File: src/design/aic_pkg.sv
package aic_pkg;
    // input range codes of the configurable channels
    typedef enum logic [1:0] {
        AIC_BIP10V = 2'b00,
        AIC_UNI10V = 2'b01,
        AIC_MA0_20 = 2'b10,
        AIC_MA4_20 = 2'b11
    } aic_type_e;

    // converter code: full scale 0x7FFF = 10 V or 20 mA
    localparam logic signed [16:0] AIC_CODE_MAX = 17'sh07FFF;
    localparam logic signed [16:0] AIC_CODE_MIN = -17'sh07FFF;
    // low end of each range in converter codes (4 mA = 0x1999)
    localparam logic signed [17:0] AIC_LOW_BIP = -18'sh07FFF;
    localparam logic signed [17:0] AIC_LOW_ZERO = 18'sh00000;
    localparam logic signed [17:0] AIC_LOW_4MA = 18'sh01999;
    // reciprocal of the span, 10000 * 2^24 / span, result in 0.01 %
    localparam int AIC_SHIFT = 24;
    localparam logic signed [24:0] AIC_K_BIP = 25'sh027104E;
    localparam logic signed [24:0] AIC_K_FULL = 25'sh04E209C;
    localparam logic signed [24:0] AIC_K_LOOP = 25'sh061A862;
    // 0.45 mA as the first code at or above it
    localparam logic signed [15:0] AIC_BRK_THRESH = 16'sh02E2;
    // break substitute, 0.01 % units: default -100 %, limit +-300 %
    localparam logic signed [15:0] AIC_BRKVAL_RST = 16'shD8F0;
    localparam logic signed [31:0] AIC_BRKVAL_MAX = 32'sh00007530;
    localparam logic signed [31:0] AIC_BRKVAL_MIN = -32'sh00007530;

    // register byte offsets
    localparam logic [7:0] AIC_OFF_CFG = 8'h00;
    localparam logic [7:0] AIC_OFF_BV3 = 8'h04;
    localparam logic [7:0] AIC_OFF_BV4 = 8'h08;
    localparam logic [7:0] AIC_OFF_STAT = 8'h0C;
    localparam logic [7:0] AIC_OFF_ISTAT = 8'h10;
    localparam logic [7:0] AIC_OFF_IMASK = 8'h14;
    localparam logic [7:0] AIC_OFF_VAL1 = 8'h18;
    localparam logic [7:0] AIC_OFF_VAL6 = 8'h2C;

    // field positions
    localparam int AIC_CFG_BRKEN = 8;
    localparam int AIC_ST_FIT = 0;
    localparam int AIC_ST_BRK3 = 1;
    localparam int AIC_ST_BRK4 = 2;
    localparam int AIC_IRQ_BRK3 = 0;
    localparam int AIC_IRQ_BRK4 = 1;
    localparam int AIC_IRQ_FIT = 2;
    localparam int AIC_IRQ_W = 3;
endpackage

File: src/design/aic_scale.sv
`timescale 1ns/1ps
`default_nettype none
module aic_scale (
    input wire logic signed [16:0] code,
    input wire aic_pkg::aic_type_e rangeSel,
    output logic signed [31:0] pct
);
    import aic_pkg::*;

    logic signed [17:0] low;
    logic signed [24:0] k;
    logic signed [17:0] span;
    logic signed [42:0] prod;

    // low end and reciprocal span of the selected range
    always_comb begin
        case (rangeSel)
            AIC_BIP10V: begin
                low = AIC_LOW_BIP;
                k = AIC_K_BIP;
            end
            AIC_UNI10V, AIC_MA0_20: begin
                low = AIC_LOW_ZERO;
                k = AIC_K_FULL;
            end
            AIC_MA4_20: begin
                low = AIC_LOW_4MA;
                k = AIC_K_LOOP;
            end
            default: begin
                low = AIC_LOW_BIP;
                k = AIC_K_BIP;
            end
        endcase
    end

    // multiply by reciprocal, no divider needed
    assign span = 18'(code) - low;
    assign prod = 43'(span) * 43'(k);
    assign pct = 32'(prod >>> AIC_SHIFT);
endmodule
`default_nettype wire

File: src/design/aic_break.sv
`timescale 1ns/1ps
`default_nettype none
module aic_break (
    input wire logic signed [15:0] code,
    input wire aic_pkg::aic_type_e rangeSel,
    input wire logic brkEn,
    input wire logic signed [15:0] brkVal,
    input wire logic signed [31:0] scaled,
    output logic brk,
    output logic signed [31:0] value
);
    import aic_pkg::*;

    // only a live loop below 0.45 mA counts as broken
    assign brk = brkEn && (rangeSel == AIC_MA4_20)
        && (code < AIC_BRK_THRESH);
    assign value = brk ? 32'(brkVal) : scaled;
endmodule
`default_nettype wire

File: src/design/aic_analog_input.sv
`timescale 1ns/1ps
`default_nettype none
module aic_analog_input (
    input wire logic clk,
    input wire logic nrst,
    input wire logic [7:0] paddr,
    input wire logic psel,
    input wire logic penable,
    input wire logic pwrite,
    input wire logic [31:0] pwdata,
    input wire logic [3:0] pstrb,
    output logic [31:0] prdata,
    output logic pready,
    output logic pslverr,
    input wire logic adcValid,
    input wire logic signed [15:0] adcCh1,
    input wire logic signed [15:0] adcCh2,
    input wire logic signed [15:0] adcCh3,
    input wire logic signed [15:0] adcCh4,
    input wire logic signed [15:0] adcCh6,
    input wire logic optFitted,
    output logic signed [31:0] value1,
    output logic signed [31:0] value2,
    output logic signed [31:0] value3,
    output logic signed [31:0] value4,
    output logic signed [31:0] value5,
    output logic signed [31:0] value6,
    output logic valueValid,
    output logic breakCh3,
    output logic breakCh4,
    output logic optPresent,
    output logic irq
);
    import aic_pkg::*;

    // range code update, current codes refused where not allowed
    function automatic aic_type_e typeNext(
        input aic_type_e cur,
        input logic [1:0] wcode,
        input logic we,
        input logic allowCurrent
    );
        typeNext = cur;
        if (we && (allowCurrent || !wcode[1])) begin
            typeNext = aic_type_e'(wcode);
        end
    endfunction

    // substitute value is limited rather than rejected
    function automatic logic signed [15:0] clampBrk(
        input logic signed [31:0] v
    );
        if (v > AIC_BRKVAL_MAX) begin
            clampBrk = 16'(AIC_BRKVAL_MAX);
        end else if (v < AIC_BRKVAL_MIN) begin
            clampBrk = 16'(AIC_BRKVAL_MIN);
        end else begin
            clampBrk = 16'(v);
        end
    endfunction

    aic_type_e rangeSel [4];
    aic_type_e nextRange [4];
    logic brkEn [2];
    logic next_brkEn [2];
    logic signed [15:0] brkVal [2];
    logic signed [15:0] next_brkVal [2];
    logic [AIC_IRQ_W-1:0] irqStat;
    logic [AIC_IRQ_W-1:0] irqMask;
    logic [AIC_IRQ_W-1:0] irqSet;
    logic [AIC_IRQ_W-1:0] irqClr;
    logic fittedNow;
    logic signed [31:0] value [6];
    logic signed [31:0] nextValue [6];
    logic signed [31:0] scaled [6];
    logic signed [16:0] codeIn [6];
    aic_type_e chType [6];
    logic signed [15:0] loopCode [2];
    logic brkNow [2];
    logic signed [31:0] brkOut [2];
    logic [31:0] rdMux;

    // bus phases and address decode
    wire setup = psel & ~penable;
    wire access = psel & penable;
    wire wrEn = access & pwrite;
    wire hitCfg = paddr == AIC_OFF_CFG;
    wire hitBv3 = paddr == AIC_OFF_BV3;
    wire hitBv4 = paddr == AIC_OFF_BV4;
    wire hitStat = paddr == AIC_OFF_STAT;
    wire hitIstat = paddr == AIC_OFF_ISTAT;
    wire hitImask = paddr == AIC_OFF_IMASK;
    wire hitVal = (paddr >= AIC_OFF_VAL1) && (paddr <= AIC_OFF_VAL6)
        && (paddr[1:0] == 2'h0);
    wire mapped = hitCfg | hitBv3 | hitBv4 | hitStat | hitIstat
        | hitImask | hitVal;
    wire [2:0] valIdx = 3'((paddr - AIC_OFF_VAL1) >> 2);

    // zero wait states; unmapped or misaligned answers with an error
    assign pready = 1'b1;
    assign pslverr = access & ~mapped;

    // write strobes per register and lane
    wire wrTypes = wrEn & hitCfg & pstrb[0];
    wire wrEnables = wrEn & hitCfg & pstrb[1];
    wire wrBv3 = wrEn & hitBv3 & (&pstrb[1:0]);
    wire wrBv4 = wrEn & hitBv4 & (&pstrb[1:0]);
    wire wrIstat = wrEn & hitIstat & pstrb[0];
    wire wrImask = wrEn & hitImask & pstrb[0];

    // next range codes, two bits per channel in the low byte
    assign nextRange[0] = typeNext(rangeSel[0], pwdata[1:0], wrTypes, 1'b0);
    assign nextRange[1] = typeNext(rangeSel[1], pwdata[3:2], wrTypes, 1'b0);
    assign nextRange[2] = typeNext(rangeSel[2], pwdata[5:4], wrTypes, 1'b1);
    assign nextRange[3] = typeNext(rangeSel[3], pwdata[7:6], wrTypes, 1'b1);

    // enable is dropped as soon as the range cannot detect a break
    assign next_brkEn[0] = (wrEnables ? pwdata[AIC_CFG_BRKEN] : brkEn[0])
        & (nextRange[2] == AIC_MA4_20);
    assign next_brkEn[1] = (wrEnables ? pwdata[AIC_CFG_BRKEN+1] : brkEn[1])
        & (nextRange[3] == AIC_MA4_20);
    assign next_brkVal[0] = wrBv3 ? clampBrk(pwdata) : brkVal[0];
    assign next_brkVal[1] = wrBv4 ? clampBrk(pwdata) : brkVal[1];

    // configuration registers
    always_ff @(posedge clk) begin
        if (!nrst) begin
            for (int i = 0; i < 4; i++) begin
                rangeSel[i] <= AIC_BIP10V;
            end
            brkEn[0] <= 1'b0;
            brkEn[1] <= 1'b0;
            brkVal[0] <= AIC_BRKVAL_RST;
            brkVal[1] <= AIC_BRKVAL_RST;
        end else begin
            rangeSel <= nextRange;
            brkEn <= next_brkEn;
            brkVal <= next_brkVal;
        end
    end

    // channel five difference, saturated to the bipolar code span
    wire signed [17:0] diffRaw = 18'(adcCh1) - 18'(adcCh2);
    wire signed [16:0] diffCode = (diffRaw > 18'(AIC_CODE_MAX)) ? AIC_CODE_MAX
        : (diffRaw < 18'(AIC_CODE_MIN)) ? AIC_CODE_MIN
        : 17'(diffRaw);

    // per-channel code and range feeding the scalers
    assign codeIn[0] = 17'(adcCh1);
    assign codeIn[1] = 17'(adcCh2);
    assign codeIn[2] = 17'(adcCh3);
    assign codeIn[3] = 17'(adcCh4);
    assign codeIn[4] = diffCode;
    assign codeIn[5] = 17'(adcCh6);
    assign chType[0] = rangeSel[0];
    assign chType[1] = rangeSel[1];
    assign chType[2] = rangeSel[2];
    assign chType[3] = rangeSel[3];
    assign chType[4] = AIC_BIP10V;
    assign chType[5] = AIC_BIP10V;
    assign loopCode[0] = adcCh3;
    assign loopCode[1] = adcCh4;

    // six scalers; the arithmetic is small enough to duplicate
    for (genvar g = 0; g < 6; g++) begin : gScale
        aic_scale uScale (
            .code(codeIn[g]),
            .rangeSel(chType[g]),
            .pct(scaled[g])
        );
    end

    // break handling exists on the two loop-capable channels only
    for (genvar b = 0; b < 2; b++) begin : gBreak
        aic_break uBreak (
            .code(loopCode[b]),
            .rangeSel(rangeSel[b+2]),
            .brkEn(brkEn[b]),
            .brkVal(brkVal[b]),
            .scaled(scaled[b+2]),
            .brk(brkNow[b]),
            .value(brkOut[b])
        );
    end

    // readings chosen for the next sample
    assign nextValue[0] = scaled[0];
    assign nextValue[1] = scaled[1];
    assign nextValue[2] = brkOut[0];
    assign nextValue[3] = brkOut[1];
    assign nextValue[4] = scaled[4];
    assign nextValue[5] = optFitted ? scaled[5] : 32'sh00000000;

    // readings refresh on each converter sample
    always_ff @(posedge clk) begin
        if (!nrst) begin
            for (int i = 0; i < 6; i++) begin
                value[i] <= 32'sh00000000;
            end
        end else begin
            for (int i = 0; i < 5; i++) begin
                if (adcValid) begin
                    value[i] <= nextValue[i];
                end
            end
            // channel six clears at once when the board goes, not at the next sample
            if (adcValid || !optFitted) begin
                value[5] <= nextValue[5];
            end
        end
    end

    // break flags, presence flag and sample strobe
    always_ff @(posedge clk) begin
        if (!nrst) begin
            breakCh3 <= 1'b0;
            breakCh4 <= 1'b0;
            fittedNow <= 1'b0;
            valueValid <= 1'b0;
        end else begin
            if (adcValid) begin
                breakCh3 <= brkNow[0];
                breakCh4 <= brkNow[1];
            end
            fittedNow <= optFitted;
            valueValid <= adcValid;
        end
    end

    assign value1 = value[0];
    assign value2 = value[1];
    assign value3 = value[2];
    assign value4 = value[3];
    assign value5 = value[4];
    assign value6 = value[5];
    assign optPresent = fittedNow;

    // interrupt events: new break on either loop, board presence change
    assign irqSet[AIC_IRQ_BRK3] = adcValid & brkNow[0] & ~breakCh3;
    assign irqSet[AIC_IRQ_BRK4] = adcValid & brkNow[1] & ~breakCh4;
    assign irqSet[AIC_IRQ_FIT] = optFitted ^ fittedNow;
    assign irqClr = wrIstat ? pwdata[AIC_IRQ_W-1:0] : '0;

    // sticky status; a set in the clear cycle is kept
    always_ff @(posedge clk) begin
        if (!nrst) begin
            irqStat <= '0;
            irqMask <= '0;
        end else begin
            irqStat <= (irqStat & ~irqClr) | irqSet;
            if (wrImask) begin
                irqMask <= pwdata[AIC_IRQ_W-1:0];
            end
        end
    end

    assign irq = |(irqStat & irqMask);

    // read data selection
    always_comb begin
        rdMux = 32'h00000000;
        if (hitCfg) begin
            rdMux[1:0] = rangeSel[0];
            rdMux[3:2] = rangeSel[1];
            rdMux[5:4] = rangeSel[2];
            rdMux[7:6] = rangeSel[3];
            rdMux[AIC_CFG_BRKEN] = brkEn[0];
            rdMux[AIC_CFG_BRKEN+1] = brkEn[1];
        end else if (hitBv3) begin
            rdMux[15:0] = brkVal[0];
        end else if (hitBv4) begin
            rdMux[15:0] = brkVal[1];
        end else if (hitStat) begin
            rdMux[AIC_ST_FIT] = fittedNow;
            rdMux[AIC_ST_BRK3] = breakCh3;
            rdMux[AIC_ST_BRK4] = breakCh4;
        end else if (hitIstat) begin
            rdMux[AIC_IRQ_W-1:0] = irqStat;
        end else if (hitImask) begin
            rdMux[AIC_IRQ_W-1:0] = irqMask;
        end else if (hitVal) begin
            rdMux = value[valIdx];
        end
    end

    // read data captured in setup so prdata comes from a flip-flop
    always_ff @(posedge clk) begin
        if (!nrst) begin
            prdata <= 32'h00000000;
        end else if (setup && !pwrite) begin
            prdata <= rdMux;
        end
    end
endmodule
`default_nettype wire

File: config.mk
export PLATFORM = sky130hd
export DESIGN_NAME = aic_analog_input
export DESIGN_NICKNAME = d
export VERILOG_FILES = /design/src/design/aic_pkg.sv /design/src/design/aic_scale.sv /design/src/design/aic_break.sv /design/src/design/aic_analog_input.sv
export SDC_FILE = /design/constraint.sdc
export NUM_CORES = 2
export LEC_CHECK = 0
export ABC_AREA = 0
export BUFFER_PORTS_ARGS = -buffer_cell sky130_fd_sc_hd__buf_2
export CORE_MARGIN = 2
export CORE_UTILIZATION = 45
export DETAILED_ROUTE_END_ITERATION = 8
export GPL_TIMING_DRIVEN = 0
export PLACE_DENSITY = 0.63
export SLEW_MARGIN = 20
export SYNTH_ARGS = -nofsm -noshare
export SYNTH_HDL_FRONTEND = slang
export SYNTH_HIERARCHICAL = 1
export SYNTH_SLANG_ARGS = --single-unit
File: constraint.sdc
create_clock -name clk -period 31.1 [get_ports clk]
set_input_delay 6.22 -clock clk [delete_from_list [all_inputs] [get_ports clk]]
set_output_delay 6.22 -clock clk [all_outputs]
set_load 0.01 [all_outputs]
==> After elaboration in Yosys (flattened, before gate mapping) <==
Memories as Yosys holds them, arrays and structs flattened.
Cells that the tools add are included.
{ "totals": {"output_inout_bits": 231, "in_bits": 131, "memories": 1, "regBits": 84, "ram_bits": 192, "wordCells": 171} }
{ "memory_table": {"columns": ["name", "words", "width", "read_ports", "rd_ports_with_merged_regs", "write_ports", "line_no", "source"], "rows": [
  ["value", 6, 32, 7, 0, 6, "aic_analog_input.sv:73", "logic signed [31:0] value [6];"]
]} }
{ "classes": {"order_cmp": 8, "n_mul": 6, "muxes": 46, "n_eq_ne": 19, "n_reduce_logical": 26, "bitwise": 42, "add_sub_neg": 8} }
{ "op_table": {"columns": ["op", "n"], "rows": [
  ["$mux 32", 10],
  ["$pmux 25 s3", 4],
  ["$pmux 18 s3", 4],
  ["$mul 18x25->43", 4],
  ["$mux 16", 6],
  ["$mux 29", 3],
  ["$sub 16x18->18", 4],
  ["$mul 18x22->40 const B", 1],
  ["$mul 17x22->39 const B", 1],
  ["$mux 17", 2],
  ["$gt 32x16->1 const B", 1],
  ["$lt 16x11->1 const B", 2],
  ["$lt 32x16->1 const B", 1],
  ["$mux 22", 1],
  ["$and 1x1->1", 21],
  ["$eq 2x2->1 const B", 10],
  ["$sub 17x16->18 const B", 1],
  ["$gt 17x16->1 const B", 1],
  ["$lt 17x16->1 const B", 1],
  ["$sub 16x16->17", 1],
  ["$sub 16x16->17 const B", 1],
  ["$eq 8x4->1 const B", 2],
  ["$eq 8x5->1 const B", 2],
  ["$mux 3", 4],
  ["22 further kinds", 67]
]} }

==> Longest topological paths before layout <==
{ "logic_depth": {"word_depth": 10, "depth_mapped": 47, "ltp_nobuf": 45} }

==> Modules after synthesis <==
Netlist, hierarchy kept.
{ "by_module_without_submodules": {"columns": ["module", "area_per_inst_um2", "cells_per_inst", "seq_area_each_um2", "n_inst"], "rows": [
  ["aic_scale at gScale[2].uScale ...", 11055.6, 1247, 0.0, 2],
  ["aic_analog_input", 13494.2, 1185, 7447.1, 1],
  ["aic_scale at gScale[4].uScale", 10996.8, 1241, 0.0, 1],
  ["aic_scale at gScale[1].uScale", 10880.4, 1222, 0.0, 1],
  ["aic_scale at gScale[5].uScale", 10670.2, 1179, 0.0, 1],
  ["aic_scale at gScale[0].uScale", 10611.4, 1176, 0.0, 1],
  ["aic_break", 524.3, 68, 0.0, 2]
]} }

==> Worst setup path after synthesis <==
Ideal clock, no wire load.
{ "synth_timing": {"path_kind": "input to register", "startpoint": "input adcCh1[0]", "endpoint": "memory value[4][19], data pin", "slack_ns": 14.372, "arrival_ns": 16.596, "cell_stages": 43, "setup_time_ns": 0.132, "path_cell_list": "inv_1 > ha_1 > fa_1 > and2b_1 > o21bai_4 > a2111oi_4 > a211oi_2 > or4_1 > or4_1 > or4_1 > a2bb2oi_1 > inv_1 > ha_1 > ha_1 > nand2b_1 > a21oi_1 > o21a_1 > nor3_1 > (+7 left out) > fa_1 > inv_1 > fa_1 > fa_1 > inv_1 > fa_1 > fa_1 > inv_1 > ha_1 > nand2_1 > or4_4 > nor3_1 > a211oi_2 > a31oi_2 > a41oi_1 > xnor2_1 > buf_4 > and3_1"} }
{ "synth_lines": {"columns": ["item", "line_no", "source"], "rows": [
  ["from (decl)", "aic_analog_input.sv:16", "input wire logic signed [15:0] adcCh1,"],
  ["to (decl)", "aic_analog_input.sv:73", null]
]} }

==> results.txt <==
STA classifies the critical path startpoint as an input pin. Max-cap violations in this run came to 0. The run gives 11,800 as the number of nets in the final layout. The count of nets left with antenna violations once routing finished came out at 0.

The remaining max-slew budget at the tightest pin was 23.4%. The tools report the clock sink count as 276. In the post-synthesis netlist, the biggest area contributors are sky130_fd_sc_hd__fa_1 33%, sky130_fd_sc_hd__ha_1 21%, sky130_fd_sc_hd__inv_1 11%, sky130_fd_sc_hd__edfxtp_1 7.2%, sky130_fd_sc_hd__nor2_1 2.9%.

The total of buffers placed on input and output ports is 355, and the number of gates resized after cts is 0. For the row count, the log shows 154. The critical path starts at adcCh1[0].

The tools report the post-CTS setup repair buffer count as 0. On the worst path, the slowest cell contributes a delay of 0.58 ns. The longest clock path from root to sink contains 3 buffers. At the worst endpoint, the required time is 31.56 ns. In the routed layout, each cell is associated on average with a via count of 5.37. The number of H-tree levels was 1; the share of Yosys cell area claimed by the top area cell type was 32.8%. For the HPWL after detailed placement, the log shows 240,000 um. TritonCTS built the clock tree.

The number of antenna violations at the first check in global routing was 7. Global routing finished with a remaining overflow of 0. The run gives 0 ns as the setup total negative slack. The initial detailed-routing violation count was 4,069; the shortest period the worst path allows was 18.03 ns. In this run the cell area measured after placement is 84,900 um2. In this run the worst path has a maximum fanout of 13.

After clock tree synthesis, the clock-pin slew on the worst setup and hold paths is 0.07 ns. The worst hold path begins at prdata[10]. After synthesis, flip-flops and latches occupy 9.33% of the total area. The area growth from synthesis to final layout works out to 7.48%. The worst setup path is captured at a flop. The overall via count from detail_route is 61,300. The slowest stage cell on the critical path is sky130_fd_sc_hd__or4_4. The clock skew after layout is 0.0362 ns.

The logs give 0.61 ns for the clock latency at the later pin of the worst-skew pair and 79,800 um2 for the synthesized cell area. The dominant cell type by area after synthesis is sky130_fd_sc_hd__fa_1. The post-synthesis cell type count came out at 122. The starting density of the core is 45.3%.

Share of layout cells above drive strength 1: 7.75%. In this run, synthesis inferred 192 flip-flops with an integrated enable. Counting the buffers created by CTS gives 27. For this run, design rule violations remaining after detail routing come to 0. In the post-synthesis netlist, the cell with the most instances is sky130_fd_sc_hd__inv_1. After the flow finishes, the layout carries non-filler instances totaling 11,400. The worst register-to-register path begins at chType[11].

In the synthesized netlist, the number of instances is 8,633. Entering global routing, the biggest net connects 59 pins. The overall global routing resource usage was 29.7%. Buffers inserted to repair hold after CTS numbered 0. The tree is rooted in a sky130_fd_sc_hd__clkbuf_16. Post-route clock period utilization: 58.0%. The run gives 0 as the final count of pins violating max slew. The total area inside the core boundary comes to 176,000 um2. The logs give 0 for the final number of hold-violating endpoints and 401,000 um for the global-route wire length before repair. Cell with the most instances on the worst path: sky130_fd_sc_hd__fa_1. The transition time at the pin with the least slew margin is 1.15 ns. The most used flip-flop cell after synthesis is sky130_fd_sc_hd__edfxtp_1. After detailed routing, the average wire length per cell comes to 23.5 um. At the end of the flow the core is filled with cells to 48.7%.

The arrival time of the worst setup path came out at 18.49 ns. In this run the worst hold path is classified as flop to flop. The flip-flop and latch count after synthesis is 276, and the final design area excluding fillers is 85,800 um2. The run gives 7 as the number of iterations in the first detailed-routing pass. By startpoint and endpoint, the worst setup path is classified as input pin to flop. The tools report the weighted congestion reported at the end of routability-driven placement as 1.03. Setup repair after global routing left no endpoint under its margin. The logs give 0 for the count of endpoints failing setup in the final report and 55.5 MHz for the highest clock rate.

Via count of the first global-routing pass: 64,300. In this run the horizontal extent of the chip is 425 um. After synthesis, the most frequently instantiated cells are 2,233 x sky130_fd_sc_hd__inv_1, 1,312 x sky130_fd_sc_hd__ha_1, 1,309 x sky130_fd_sc_hd__fa_1. The vertical die dimension is 425 um. The run finished with clean final reports. Wires add up to 268,000 um.

The number of placed instances, taps included, is 11,400. The async set or reset register ratio after synthesis was 0%. The die covers 181,000 um2. The post-synthesis average cell area is 9.25 um2, and the total of warnings raised by yosys is 6. 362 I/O pins were placed.
## state kept, by name (all words and copies together) (netlist names)
name / cells
breakCh3: 1
breakCh4: 1
brkEn: 2
brkVal: 32
chType: 8
irqMask: 3
irqStat: 3
optPresent: 1
prdata: 32
value: 192
valueValid: 1
## logic make-up after synthesis
logic type | synth area share, %
AO/OA/AOI/OAI | 9.41
XOR/XNOR | 2.43
adder cells (fa/ha/maj) | 53.5
buffers and inverters | 12.5
flip-flops | 9.33
multiplexers | 1.73
other | 0.0658
AND/OR/NAND/NOR | 11.0
## worst paths after layout
path,slack (ns),cells after the start,endpoint
setup / recovery,13.07,45,value[4][22]
hold reg to reg,0.50,1,prdata[10]
hold / removal,0.50,1,prdata[10]
setup reg to reg,19.50,31,value[0][17]
## cells in the final DEF, fill, tap and decap left out, types with 84 or more instances in the layout
cell type and n:
sky130_fd_sc_hd__dfxtp_1 84, sky130_fd_sc_hd__and2_1 89, sky130_fd_sc_hd__xnor2_1 127, sky130_fd_sc_hd__clkbuf_1 194, sky130_fd_sc_hd__nand2_1 318, sky130_fd_sc_hd__nor2_1 608
sky130_fd_sc_hd__fa_1 1309, sky130_fd_sc_hd__buf_2 375, sky130_fd_sc_hd__and3_1 264, sky130_fd_sc_hd__nand2b_1 92, sky130_fd_sc_hd__ha_1 1312, sky130_fd_sc_hd__edfxtp_1 192
sky130_fd_sc_hd__o21ai_0 157, sky130_fd_sc_hd__a21oi_1 295, sky130_fd_sc_hd__a21o_1 153, sky130_fd_sc_hd__inv_1 2233
## per-layer routing
layer | share of wire (%) | global-route usage, %
met5 | 0.0049 | 0
met4 | 7.7 | 18.5
met3 | 5.2 | 3.28
met2 | 48 | 50.5
met1 | 39 | 36.0
## per-stage QoR
stage	hold WS, ns	setup slack, ns
after floorplan	0.436	14.37
after global placement	0.474	11.64
after detailed placement	0.485	12.60
after CTS	0.501	13.17
after global routing	0.528	12.59
final	0.504	13.07
## layout make-up
type                       instances  area, um2
fill                           16900      90300
timing repair buffer             368       2000
multi-input combinational       5825      62600
sequential                       276       7450
antenna                           13       32.5
tap                             2340       2930
buffer                           309       1540
clock buffer                      32        694
inverter                        2242       8420
clock inverter                    18        170
## critical path: cells and delay by family
family / cells / cell delay [ns]
fa+ha+maj: 11 / 4.04
simple gates: 11 / 3.46
compound gates: 11 / 2.55
buf+inv: 9 / 1.14
xor+xnor: 3 / 1.05
Power is left out: the tool's default activity adds up to more than one toggle a clock period on the data nets, which glitch-free logic cannot reach.
